**config.mk**
```make
export PLATFORM = sky130hd
export DESIGN_NAME = tws_serial_port
export DESIGN_NICKNAME = d
export VERILOG_FILES = /design/src/rtl/tws_rate_gen.v /design/src/rtl/tws_edge_detect.v /design/src/rtl/tws_serial_port.v
export VERILOG_INCLUDE_DIRS = /design/src /design/src/rtl
export SDC_FILE = /design/constraint.sdc
export NUM_CORES = 1
export LEC_CHECK = 0
export CAP_MARGIN = 25
export CORE_MARGIN = 1.5
export CORE_UTILIZATION = 30
export CTS_BUF_LIST = sky130_fd_sc_hd__clkbuf_4
export DETAILED_ROUTE_END_ITERATION = 10
export DONT_BUFFER_PORTS = 1
export PLACE_DENSITY_LB_ADDON = 0.15
export SLEW_MARGIN = 10
export SYNTH_ARGS = -nofsm -noshare
export SYNTH_HDL_FRONTEND = slang
export SYNTH_SLANG_ARGS = --single-unit
```
**constraint.sdc**
```tcl
create_clock -name sys_clk -period 4.55 [get_ports sys_clk]
set_input_delay 0.455 -clock sys_clk [delete_from_list [all_inputs] [get_ports sys_clk]]
set_output_delay 0.455 -clock sys_clk [all_outputs]
set_load 0.02 [all_outputs]
```
**src/rtl/tws_defs.vh**
```
// constants for the three-wire serial port
`ifndef TWS_DEFS_VH
`define TWS_DEFS_VH
`define TWS_ADDR_MODE        16'hFFB0
`define TWS_ADDR_DATA        16'hFFB1
`define TWS_ADDR_STATUS      16'hFFB2
`define TWS_MODE_RESET       8'h00
`define TWS_MODE_WMASK       8'h87
`define TWS_BIT_ENABLE       7
`define TWS_BIT_RXONLY       2
`define TWS_BIT_CSEL_HI      1
`define TWS_BIT_CSEL_LO      0
`define TWS_CSEL_EXT         2'h0
`define TWS_CSEL_DIV10       2'h1
`define TWS_CSEL_DIV11       2'h2
`define TWS_CSEL_SUB1        2'h3
`define TWS_DIV10_HALF       10'h1FF
`define TWS_DIV11_HALF       11'h3FF
`define TWS_BITS_PER_FRAME   4'h8
`endif

```
**src/rtl/tws_rate_gen.v**
```verilog
// half-period enable generator for the internal serial clock taps
`timescale 1ns/1ps
module tws_rate_gen (
   input  wire       sys_clk,
   input  wire       rstn,
   input  wire       sub_clock_one,
   input  wire       sub_clock_two,
   input  wire       run,
   input  wire [1:0] clock_select,
   output reg        half_tick
);
`include "tws_defs.vh"
   reg  [10:0] div_cnt;
   reg         one_d;
   reg         two_d;
   wire        two_rise;
   wire        one_edge;
   assign two_rise = sub_clock_two & ~two_d;
   // both edges of the undivided tap give one full clock per period
   assign one_edge = sub_clock_one ^ one_d;
   always @(posedge sys_clk or negedge rstn) begin
      if (!rstn) begin
         div_cnt   <= 11'h000;
         one_d     <= 1'b0;
         two_d     <= 1'b0;
         half_tick <= 1'b0;
      end else begin
         one_d     <= sub_clock_one;
         two_d     <= sub_clock_two;
         half_tick <= 1'b0;
         if (!run) begin
            div_cnt <= 11'h000;
         end else begin
            case (clock_select)
               `TWS_CSEL_DIV10: begin
                  if (two_rise) begin
                     if (div_cnt[9:0] == `TWS_DIV10_HALF) begin
                        div_cnt   <= 11'h000;
                        half_tick <= 1'b1;
                     end else begin
                        div_cnt <= div_cnt + 11'h001;
                     end
                  end
               end
               `TWS_CSEL_DIV11: begin
                  if (two_rise) begin
                     if (div_cnt == `TWS_DIV11_HALF) begin
                        div_cnt   <= 11'h000;
                        half_tick <= 1'b1;
                     end else begin
                        div_cnt <= div_cnt + 11'h001;
                     end
                  end
               end
               `TWS_CSEL_SUB1: begin
                  half_tick <= one_edge;
               end
               default: begin
                  div_cnt <= 11'h000;
               end
            endcase
         end
      end
   end
endmodule // tws_rate_gen

```
**src/rtl/tws_edge_detect.v**
```verilog
// edge finder for the external serial clock, sampled on sys_clk
`timescale 1ns/1ps
module tws_edge_detect (
   input  wire sys_clk,
   input  wire rstn,
   input  wire pin_in,
   output wire fall,
   output wire rise
);
   reg prev;
   // idle level is high so a reset-time edge is not mistaken for a rise
   always @(posedge sys_clk or negedge rstn) begin
      if (!rstn) begin
         prev <= 1'b1;
      end else begin
         prev <= pin_in;
      end
   end
   assign fall = prev & ~pin_in;
   assign rise = ~prev & pin_in;
endmodule // tws_edge_detect

```
**src/rtl/tws_serial_port.v**
```verilog
// three-wire serial port: mode register, shift register and bit engine
// Contract
// - 8-bit shift register converts parallel to serial in step with serial clock.
// - shift register has no defined reset value.
// - reset clears the mode register to zero.
// - enable bit 7 disables or enables shift operation.
// - mode bit selects transmit/both when 0, receive-only when 1.
// - clock select: external, sub two /2^10, sub two /2^11, sub one.
// - disabled port does no transfer and releases its three pins.
// - each transfer moves exactly eight bits in step with the clock.
// - shift on falling clock edge; output latch drives the serial out pin.
// - serial in is captured on the rising clock edge.
// - most significant bit goes first on both lines.
// - after the eighth bit shifting halts and an end flag sets.
// - new transfer only when enabled and the clock rests high.
// - enabled transmit mode: writing the shift register starts a transfer.
// - enabled receive-only mode: reading the shift register starts a transfer.
// - a write while disabled does not start a transfer when enabled later.
`timescale 1ns/1ps
module tws_serial_port (
   input  wire        sys_clk,
   input  wire        rstn,
   input  wire [15:0] reg_addr,
   input  wire [7:0]  reg_wdata,
   input  wire        reg_write,
   input  wire        reg_read,
   output reg  [7:0]  reg_rdata,
   input  wire        sub_clock_one,
   input  wire        sub_clock_two,
   input  wire        serial_clock_pin_in,
   output wire        serial_clock_pin_out,
   output wire        serial_clock_pin_oe,
   output wire        serial_out_pin_out,
   output wire        serial_out_pin_oe,
   input  wire        serial_in_pin,
   output wire        port_released,
   output wire        transfer_busy,
   output reg         transfer_end
);
`include "tws_defs.vh"
   // ****************************************
   // register decode
   // ****************************************
   reg  [7:0] serial_mode_control;
   reg  [7:0] serial_shift_data;
   reg        out_latch;
   reg        busy;
   reg        sck_level;
   reg        phase_low;
   reg  [3:0] bit_cnt;
   wire       shift_enable;
   wire       rx_only;
   wire [1:0] clock_select;
   wire       ext_clock;
   wire       wr_mode;
   wire       wr_data;
   wire       rd_data;
   wire       rd_status;
   wire       start;
   wire       half_tick;
   wire       ext_fall;
   wire       ext_rise;
   wire       do_fall;
   wire       do_rise;
   wire       clock_resting;

   function hit;
      input [15:0] addr;
      input [15:0] target;
      begin
         hit = (addr == target);
      end
   endfunction

   assign shift_enable = serial_mode_control[`TWS_BIT_ENABLE];
   assign rx_only      = serial_mode_control[`TWS_BIT_RXONLY];
   assign clock_select = {serial_mode_control[`TWS_BIT_CSEL_HI],
                          serial_mode_control[`TWS_BIT_CSEL_LO]};
   assign ext_clock    = (clock_select == `TWS_CSEL_EXT);
   assign wr_mode      = reg_write & hit(reg_addr, `TWS_ADDR_MODE);
   assign wr_data      = reg_write & hit(reg_addr, `TWS_ADDR_DATA);
   assign rd_data      = reg_read & hit(reg_addr, `TWS_ADDR_DATA);
   assign rd_status    = reg_read & hit(reg_addr, `TWS_ADDR_STATUS);
   // external clock must rest high before a new frame
   assign clock_resting = ext_clock ? serial_clock_pin_in : sck_level;
   // start only from the access itself; enabling later starts nothing
   assign start = shift_enable & ~busy & clock_resting &
                  (rx_only ? rd_data : wr_data);

   // ****************************************
   // clock sources
   // ****************************************
   tws_rate_gen u_rate (
      .sys_clk       (sys_clk),
      .rstn          (rstn),
      .sub_clock_one (sub_clock_one),
      .sub_clock_two (sub_clock_two),
      .run           (busy),
      .clock_select  (clock_select),
      .half_tick     (half_tick)
   );

   tws_edge_detect u_edge (
      .sys_clk (sys_clk),
      .rstn    (rstn),
      .pin_in  (serial_clock_pin_in),
      .fall    (ext_fall),
      .rise    (ext_rise)
   );

   assign do_fall = busy & (ext_clock ? ext_fall : (half_tick & ~phase_low));
   assign do_rise = busy & (ext_clock ? (ext_rise & phase_low) : (half_tick & phase_low));

   // ****************************************
   // mode register
   // ****************************************
   always @(posedge sys_clk or negedge rstn) begin
      if (!rstn) begin
         serial_mode_control <= `TWS_MODE_RESET;
      end else if (wr_mode) begin
         // bits 3..6 are held at zero regardless of what is written
         serial_mode_control <= reg_wdata & `TWS_MODE_WMASK;
      end
   end

   // ****************************************
   // shift engine
   // ****************************************
   // data register has no reset on purpose; its content is undefined after reset
   always @(posedge sys_clk) begin
      if (wr_data && !busy) begin
         serial_shift_data <= reg_wdata;
      end else if (do_rise) begin
         serial_shift_data <= {serial_shift_data[6:0], serial_in_pin};
      end
   end

   always @(posedge sys_clk or negedge rstn) begin
      if (!rstn) begin
         busy         <= 1'b0;
         sck_level    <= 1'b1;
         phase_low    <= 1'b0;
         bit_cnt      <= 4'h0;
         out_latch    <= 1'b0;
         transfer_end <= 1'b0;
      end else begin
         transfer_end <= 1'b0;
         if (!shift_enable) begin
            busy      <= 1'b0;
            sck_level <= 1'b1;
            phase_low <= 1'b0;
            bit_cnt   <= 4'h0;
         end else if (start) begin
            busy      <= 1'b1;
            phase_low <= 1'b0;
            bit_cnt   <= 4'h0;
         end else if (do_fall) begin
            sck_level <= 1'b0;
            phase_low <= 1'b1;
            out_latch <= serial_shift_data[7];
         end else if (do_rise) begin
            sck_level <= 1'b1;
            phase_low <= 1'b0;
            if (bit_cnt == `TWS_BITS_PER_FRAME - 4'h1) begin
               busy         <= 1'b0;
               transfer_end <= 1'b1;
               bit_cnt      <= 4'h0;
            end else begin
               bit_cnt <= bit_cnt + 4'h1;
            end
         end
      end
   end

   // ****************************************
   // pins and read port
   // ****************************************
   // pins go back to the port logic while the port is stopped
   assign port_released        = ~shift_enable;
   assign serial_clock_pin_out = sck_level;
   assign serial_clock_pin_oe  = shift_enable & ~ext_clock;
   assign serial_out_pin_out   = out_latch;
   assign serial_out_pin_oe    = shift_enable & ~rx_only;
   assign transfer_busy        = busy;

   always @(posedge sys_clk or negedge rstn) begin
      if (!rstn) begin
         reg_rdata <= 8'h00;
      end else if (reg_read) begin
         if (hit(reg_addr, `TWS_ADDR_MODE)) begin
            reg_rdata <= serial_mode_control;
         end else if (rd_data) begin
            reg_rdata <= serial_shift_data;
         end else if (rd_status) begin
            reg_rdata <= {7'h00, busy};
         end else begin
            reg_rdata <= 8'h00;
         end
      end else begin
         reg_rdata <= 8'h00;
      end
   end
endmodule // tws_serial_port

```
After elaboration in Yosys (flattened, before gate mapping):

Cells that the tools add are included.

* flip-flop bits (word level): 44
* bits of input ports: 32
* output and inout port bits: 15
* logic and storage cells: 115

* add/sub/neg operators: 2
* equal/unequal tests: 18
* multiplexer cells: 45
* bitwise gates (word level): 27
* reduce and logical (&&, ||, !) cells: 9

Operators with widths (number)
* $mux 11: 5
* $eq 16x16->1 const B: 3
* $mux 8: 5
* $pmux 11 s3: 1
* $mux 1: 28
* $mux 4: 5
* $and 1x1->1: 17
* $add 11x1->11 const B: 1
* $eq 11x10->1 const B: 1
* $eq 10x9->1 const B: 1
* $ne 3x1->1 const B: 3
* $not 1->1: 9
* $reduce_and 3->1: 3
* $ne 3x2->1 const B: 2
* $add 4x1->4 const B: 1
* $eq 2x2->1 const B: 2
* $eq 4x3->1 const B: 1
* $ne 2x2->1 const B: 2
* $ne 4x1->1 const B: 1
* $reduce_and 2->1: 2
* $ne 3x3->1 const B: 1
* $pmux 1 s3: 1
* $eq 2x1->1 const B: 1
* $logic_not 2->1: 1
* 4 further kinds: 4

Longest topological paths before layout:

* depth in word-level cells: 9
* gate-level depth with buffers: 8

By module:

Synthesis repeated with hierarchy kept, for this count alone.

* cell total of the unflattened synthesis: 219
* area total of the unflattened synthesis: 2356.0 µm²

Modules (own cells, without submodules)
* tws_serial_port: instances 1, cells an instance 116, area an instance 1391.3 µm²
* tws_rate_gen: instances 1, cells an instance 100, area an instance 923.4 µm²
* tws_edge_detect: instances 1, cells an instance 3, area an instance 41.3 µm²

Worst setup path after synthesis:

OpenSTA, ideal clock, no wires.

* path kind: input-to-reg
* start point: in reg_addr[6]
* end point: reg serial_shift_data[0], enable pin
* setup time: 329 ps
* data arrival time: 1661 ps
* required time: 4221 ps
* setup slack: 2560 ps
* stages on the path: 6
* cells stage by stage: nand4b_1 nor4_1 and3b_1 buf_2 nand3_4 nand2_1

* cells in the longest elaborated chain, start to end: 4

RTL lines
* from (decl): RTL line tws_serial_port.v:23 `input wire [15:0] reg_addr,`
* $eq 16x16->1: RTL line tws_serial_port.v:71 `hit = (addr == target);`
* $and 1x1->1: RTL line tws_serial_port.v:81 `` assign wr_data = reg_write & hit(reg_addr, `TWS_ADDR_DATA); ``
* $logic_and 1x1->1: RTL line tws_serial_port.v:131 `if (wr_data && !busy) begin`
* $reduce_bool 2->1 (no source line)
* to (signal assigned): RTL line tws_serial_port.v:132 `serial_shift_data <= reg_wdata;`
* to (signal assigned): RTL line tws_serial_port.v:134 `serial_shift_data <= {serial_shift_data[6:0], serial_in_pin};`
* to (decl): RTL line tws_serial_port.v:45 `reg [7:0] serial_shift_data;`

No other way between the ends.
A chain may end at the register's enable or synchronous reset.

Worst setup path after layout:

* start point: reg serial_mode_control[0]
* end point: reg u_rate.div_cnt[5]

* cells in the longest elaborated chain, start to end: 3
* elaborated cells between the ends (all ways): 9
* those cells by class: eq/ne: 6; mux: 2; reduce/logical: 1

RTL lines
* from (decl): RTL line tws_serial_port.v:44 `reg [7:0] serial_mode_control;`
* from (signal assigned): RTL line tws_serial_port.v:119 `` serial_mode_control <= `TWS_MODE_RESET; ``
* from (signal assigned): RTL line tws_serial_port.v:122 `` serial_mode_control <= reg_wdata & `TWS_MODE_WMASK; ``
* $eq 2x2->1 or $eq 2x1->1 (tied branches): RTL line tws_rate_gen.v:34 `case (clock_select)`
* $ne 3x2->1 (no source line) (tied with other cells)
* $reduce_and 3->1 (no source line) or $mux 11 (tied branches)
* to (signal assigned): RTL line tws_rate_gen.v:41 `div_cnt <= div_cnt + 11'h001;`
* to (signal assigned): RTL line tws_rate_gen.v:51 `div_cnt <= div_cnt + 11'h001;`
* to (decl): RTL line tws_rate_gen.v:13 `reg [10:0] div_cnt;`

Parallel ways exist; a longest one is shown, timed or not.

==> flow_metrics.tcl <==
set metrics [dict create \
    dpl_cells 291 \
    detail_route.vias_per_cell 5.03 \
    fin_crit_sh_pct 49.6 \
    drt_wl_total_um 4840 \
    yosys-top-cells-area "dfrtp_1 39%, edfxtp_1 11%, mux2_2 7.2%, ha_1 3.4%, nand2_1 3.1%" \
    dp_hpwl_um 3410 \
    finalNonFillerCells 301 \
    post_synth_mux_area_share_pct 8.13 \
    floorplan.die.width_um 88.4 \
    critical_r2r_launch "serial_mode_control[0]" \
    first_iter_violations 52 \
    setup_violations 0 \
    route.vias.total 1515 \
    synthCells 199 \
    tightestPinTransition_ns 0.554 \
    netlist_top_cells_count "34 x dfrtp_1, 18 x nand2_1, 14 x mux2_2" \
    crit_chain "inv_1 > ha_1 > o211ai_1 > o21ba_1 > nor3_4 > nor2_2 > a221o_1" \
    total_negative_slack_ns 0 \
    clock_tree.htree_level_count 2 \
    grt_setup_unrepaired "no" \
    slew_viol_final 0 \
    max_freq_mhz 444 \
    postSynthAreaPerCell_um2 11.0 \
    vdd_drop_max_mv 0.134 \
    cts_root_buffer "clkbuf_4" \
    clock_path_buffers 2 \
    worstReg2RegEnd "u_rate.div_cnt[5]" \
    cp_num_buf_inv 1 \
    arrival_ns 2.52 \
    clock_tree_from_tritoncts "yes" \
    proportion_of_netlist_area_held_by_the_largest_area_contributor_pct 38.9 \
    critPathKind "reg2reg" \
    post_drt_wl_per_cell_um 16.1 \
    post_cts_resized 0 \
    synth_adder_area_share_pct 3.43 \
    num_io_pins 47 \
    std_cell_rows 30 \
    synth_cell_type_count 48 \
    synth_compound_gate_area_share_pct 13.5 \
    final_layout_size_suffix_gt1_share_pct 15.1 \
    grt_first_pass_wirelength_um 7900 \
    run_status "complete, no violations" \
    pin_count_of_the_biggest_net_entering_global_routing 37 \
    fin_nets 242 \
    cp-start-kind "register" \
    synth-edff-count 8 \
    core_area_um2 6910 \
    drv_cap 0 \
    initial_standard_cell_utilization_of_the_core_pct 31.6 \
    drt.antenna.violating_nets 0 \
    pwr_density_cell_nw_per_um2 282 \
    synth_xor_area_share_pct 0.801 \
    synth-async-reset-ratio_pct 81.8 \
    worst_hold_path_type "in2reg" \
    design.die.area_um2 7810 \
    post_synth_top_area_cell "dfrtp_1" \
    synth.ff_latch_count 44 \
    timing.slew.headroom_pct 62.7 \
    p_leak_nw 1.01 \
    clk_pin_slew_ns 0.14 \
    area_growth_pct 9.96 \
    filler_cell_count 718 \
    clk_latency_ns 0.37 \
    critical_path_max_stage_delay_ns 0.41 \
    ys_dominant_reg_cell "dfrtp_1" \
    rr_worst_depth 7 \
    post-cts-setup-buffer-count 0 \
    synth_top_family_by_area "simple AND/OR/NAND/NOR gates" \
    area_fraction_in_and_or_nand_and_nor_cells_after_synthesis_pct 20.0 \
    die_y_um 88.4 \
    numClockSinks 44 \
    syn-cell-area_um2 2190 \
    worst_path_max_delay_cell "dfrtp_1" \
    finalCoreUtilization_pct 34.8 \
    number_of_buffers_created_by_cts 5 \
    most_frequent_cell_after_synthesis "dfrtp_1" \
    number_of_global_route_vias_before_repair 1553 \
    grt_antenna_before_repair 0 \
    globalRouteTotalUtil_pct 13.6 \
    gp_routability_congestion 0.715 \
    worst_setup_path_end_kind "register" \
    net_count_after_synthesis 237 \
    final.setup_skew_ns 0.0119 \
    ff2ff_setup_slack_ns 2.30 \
    globalRoute.totalOverflow 0 \
    number_of_search_and_repair_iterations_in_the_first_detailed_routing_pass 4 \
    drcViolationCount 0 \
    hp-start "serial_clock_pin_in" \
    finalHoldViolCount 0 \
    post_cts_hold_buffer_count 2 \
    required_ns 4.81 \
    worstHoldPathCells 0 \
    antenna_cells 0 \
    buffer_ports.inserted 0 \
    cp_max_fo 10 \
    ys_warn_count 0 \
    period_minus_slack_ns 2.25 \
    crit_family "compound AO/OA/AOI/OAI gates" \
    min_delay_worst_endpoint "u_edge.prev" \
    synth-seq-area-share_pct 52.3 \
]
cells in the final DEF (no fill, tap or decap), types with 3 or more instances in the layout:
cell type / Yosys / routed
nor2_1: 13 / 13
clkbuf_4: 0 / 5
mux2_2: 14 / 14
and3_1: 6 / 6
dfrtp_1: 34 / 34
o21ai_0: 10 / 10
ha_1: 6 / 6
nor2b_1: 7 / 7
nand4_1: 4 / 4
inv_1: 6 / 6
nand3_1: 8 / 8
edfxtp_1: 8 / 8
a22oi_1: 3 / 3
a22o_1: 3 / 3
a21o_1: 4 / 4
nor3_1: 3 / 3
nand2_1: 18 / 18
a21oi_1: 10 / 10
routing by layer:
metal | global-route usage, % | share of wire (%) | up-vias
met5 | 0 | 0 | -
met4 | 5.54 | 1.7 | 0
met3 | 4.48 | 5.4 | 8
met2 | 22.2 | 47 | 29
met1 | 16.7 | 46 | 735
li1 | - | - | 743
worst max path at each step:
| stage | slack, ns | endpoint | cells past startpoint | startpoint |
|---|---|---|---|---|
| finish | 2.30 | u_rate.div_cnt[5] | 7 | serial_mode_control[0] |
| global route | 2.15 | u_rate.div_cnt[5] | 7 | serial_mode_control[0] |
| CTS | 2.27 | u_rate.div_cnt[5] | 7 | serial_mode_control[0] |
| detailed placement | 2.13 | serial_shift_data[3] | 5 | reg_addr[6] |
| global placement | 2.23 | serial_shift_data[0] | 5 | reg_addr[6] |
| floorplan | 2.56 | serial_shift_data[0] | 6 | reg_addr[6] |
flip-flops by register name, indices dropped and copies added, names as in the netlist:
| name | flops |
|---|---|
| u_rate.div_cnt | 11 |
| reg_rdata | 8 |
| serial_shift_data | 8 |
| bit_cnt | 4 |
| serial_mode_control | 4 |
| phase_low | 1 |
| serial_clock_pin_out | 1 |
| serial_out_pin_out | 1 |
| transfer_busy | 1 |
| transfer_end | 1 |
| u_edge.prev | 1 |
| u_rate.half_tick | 1 |
| u_rate.one_d | 1 |
| u_rate.two_d | 1 |
layout make-up:
class	instances	area [um^2]	share of cell area, %
Clock inverter	3	47.5	1.98
Multi-Input combinational cell	145	1000	41.7
Tap cell	96	120	5.00
Timing Repair Buffer	2	30.0	1.25
Inverter	6	22.5	0.937
Clock buffer	5	37.5	1.56
Sequential cell	44	1140	47.6
kinds of logic (layout without fill, tap and decap cells):
family          Yosys count  after routing
compound gates           44             44
xor+xnor                  2              2
fa+ha+maj                 6              6
buf+inv                  10             16
flops                    44             44
mux                      16             16
simple gates             77             77
report_power, final:
part / internal (W) / switching [W] / total (W) / leakage, nW
sequential: 0.000402 / 0.000000542 / 0.000402 / 0.564
combinational: 0.00000612 / 0.00000872 / 0.0000148 / 0.399
clock: 0.000118 / 0.000142 / 0.000260 / 0.0454
total: 0.000525 / 0.000151 / 0.000677 / 1.01
stage by stage:
stage | cell area (um^2) | setup slack, ns | hold slack, ns | power, W
final | 2400 | 2.30 | 0.0736 | 0.000677
after global routing | 2400 | 2.15 | 0.0240 | 0.000709
after CTS | 2400 | 2.27 | 0.0479 | 0.000690
after detailed placement | 2290 | 2.13 | 0.161 | 0.000416
after global placement | 2290 | 2.23 | 0.161 | 0.000416
after floorplan | 2190 | 2.56 | 0.159 | 0.000415
No activity file was read; power rests on OpenSTA's default activity.
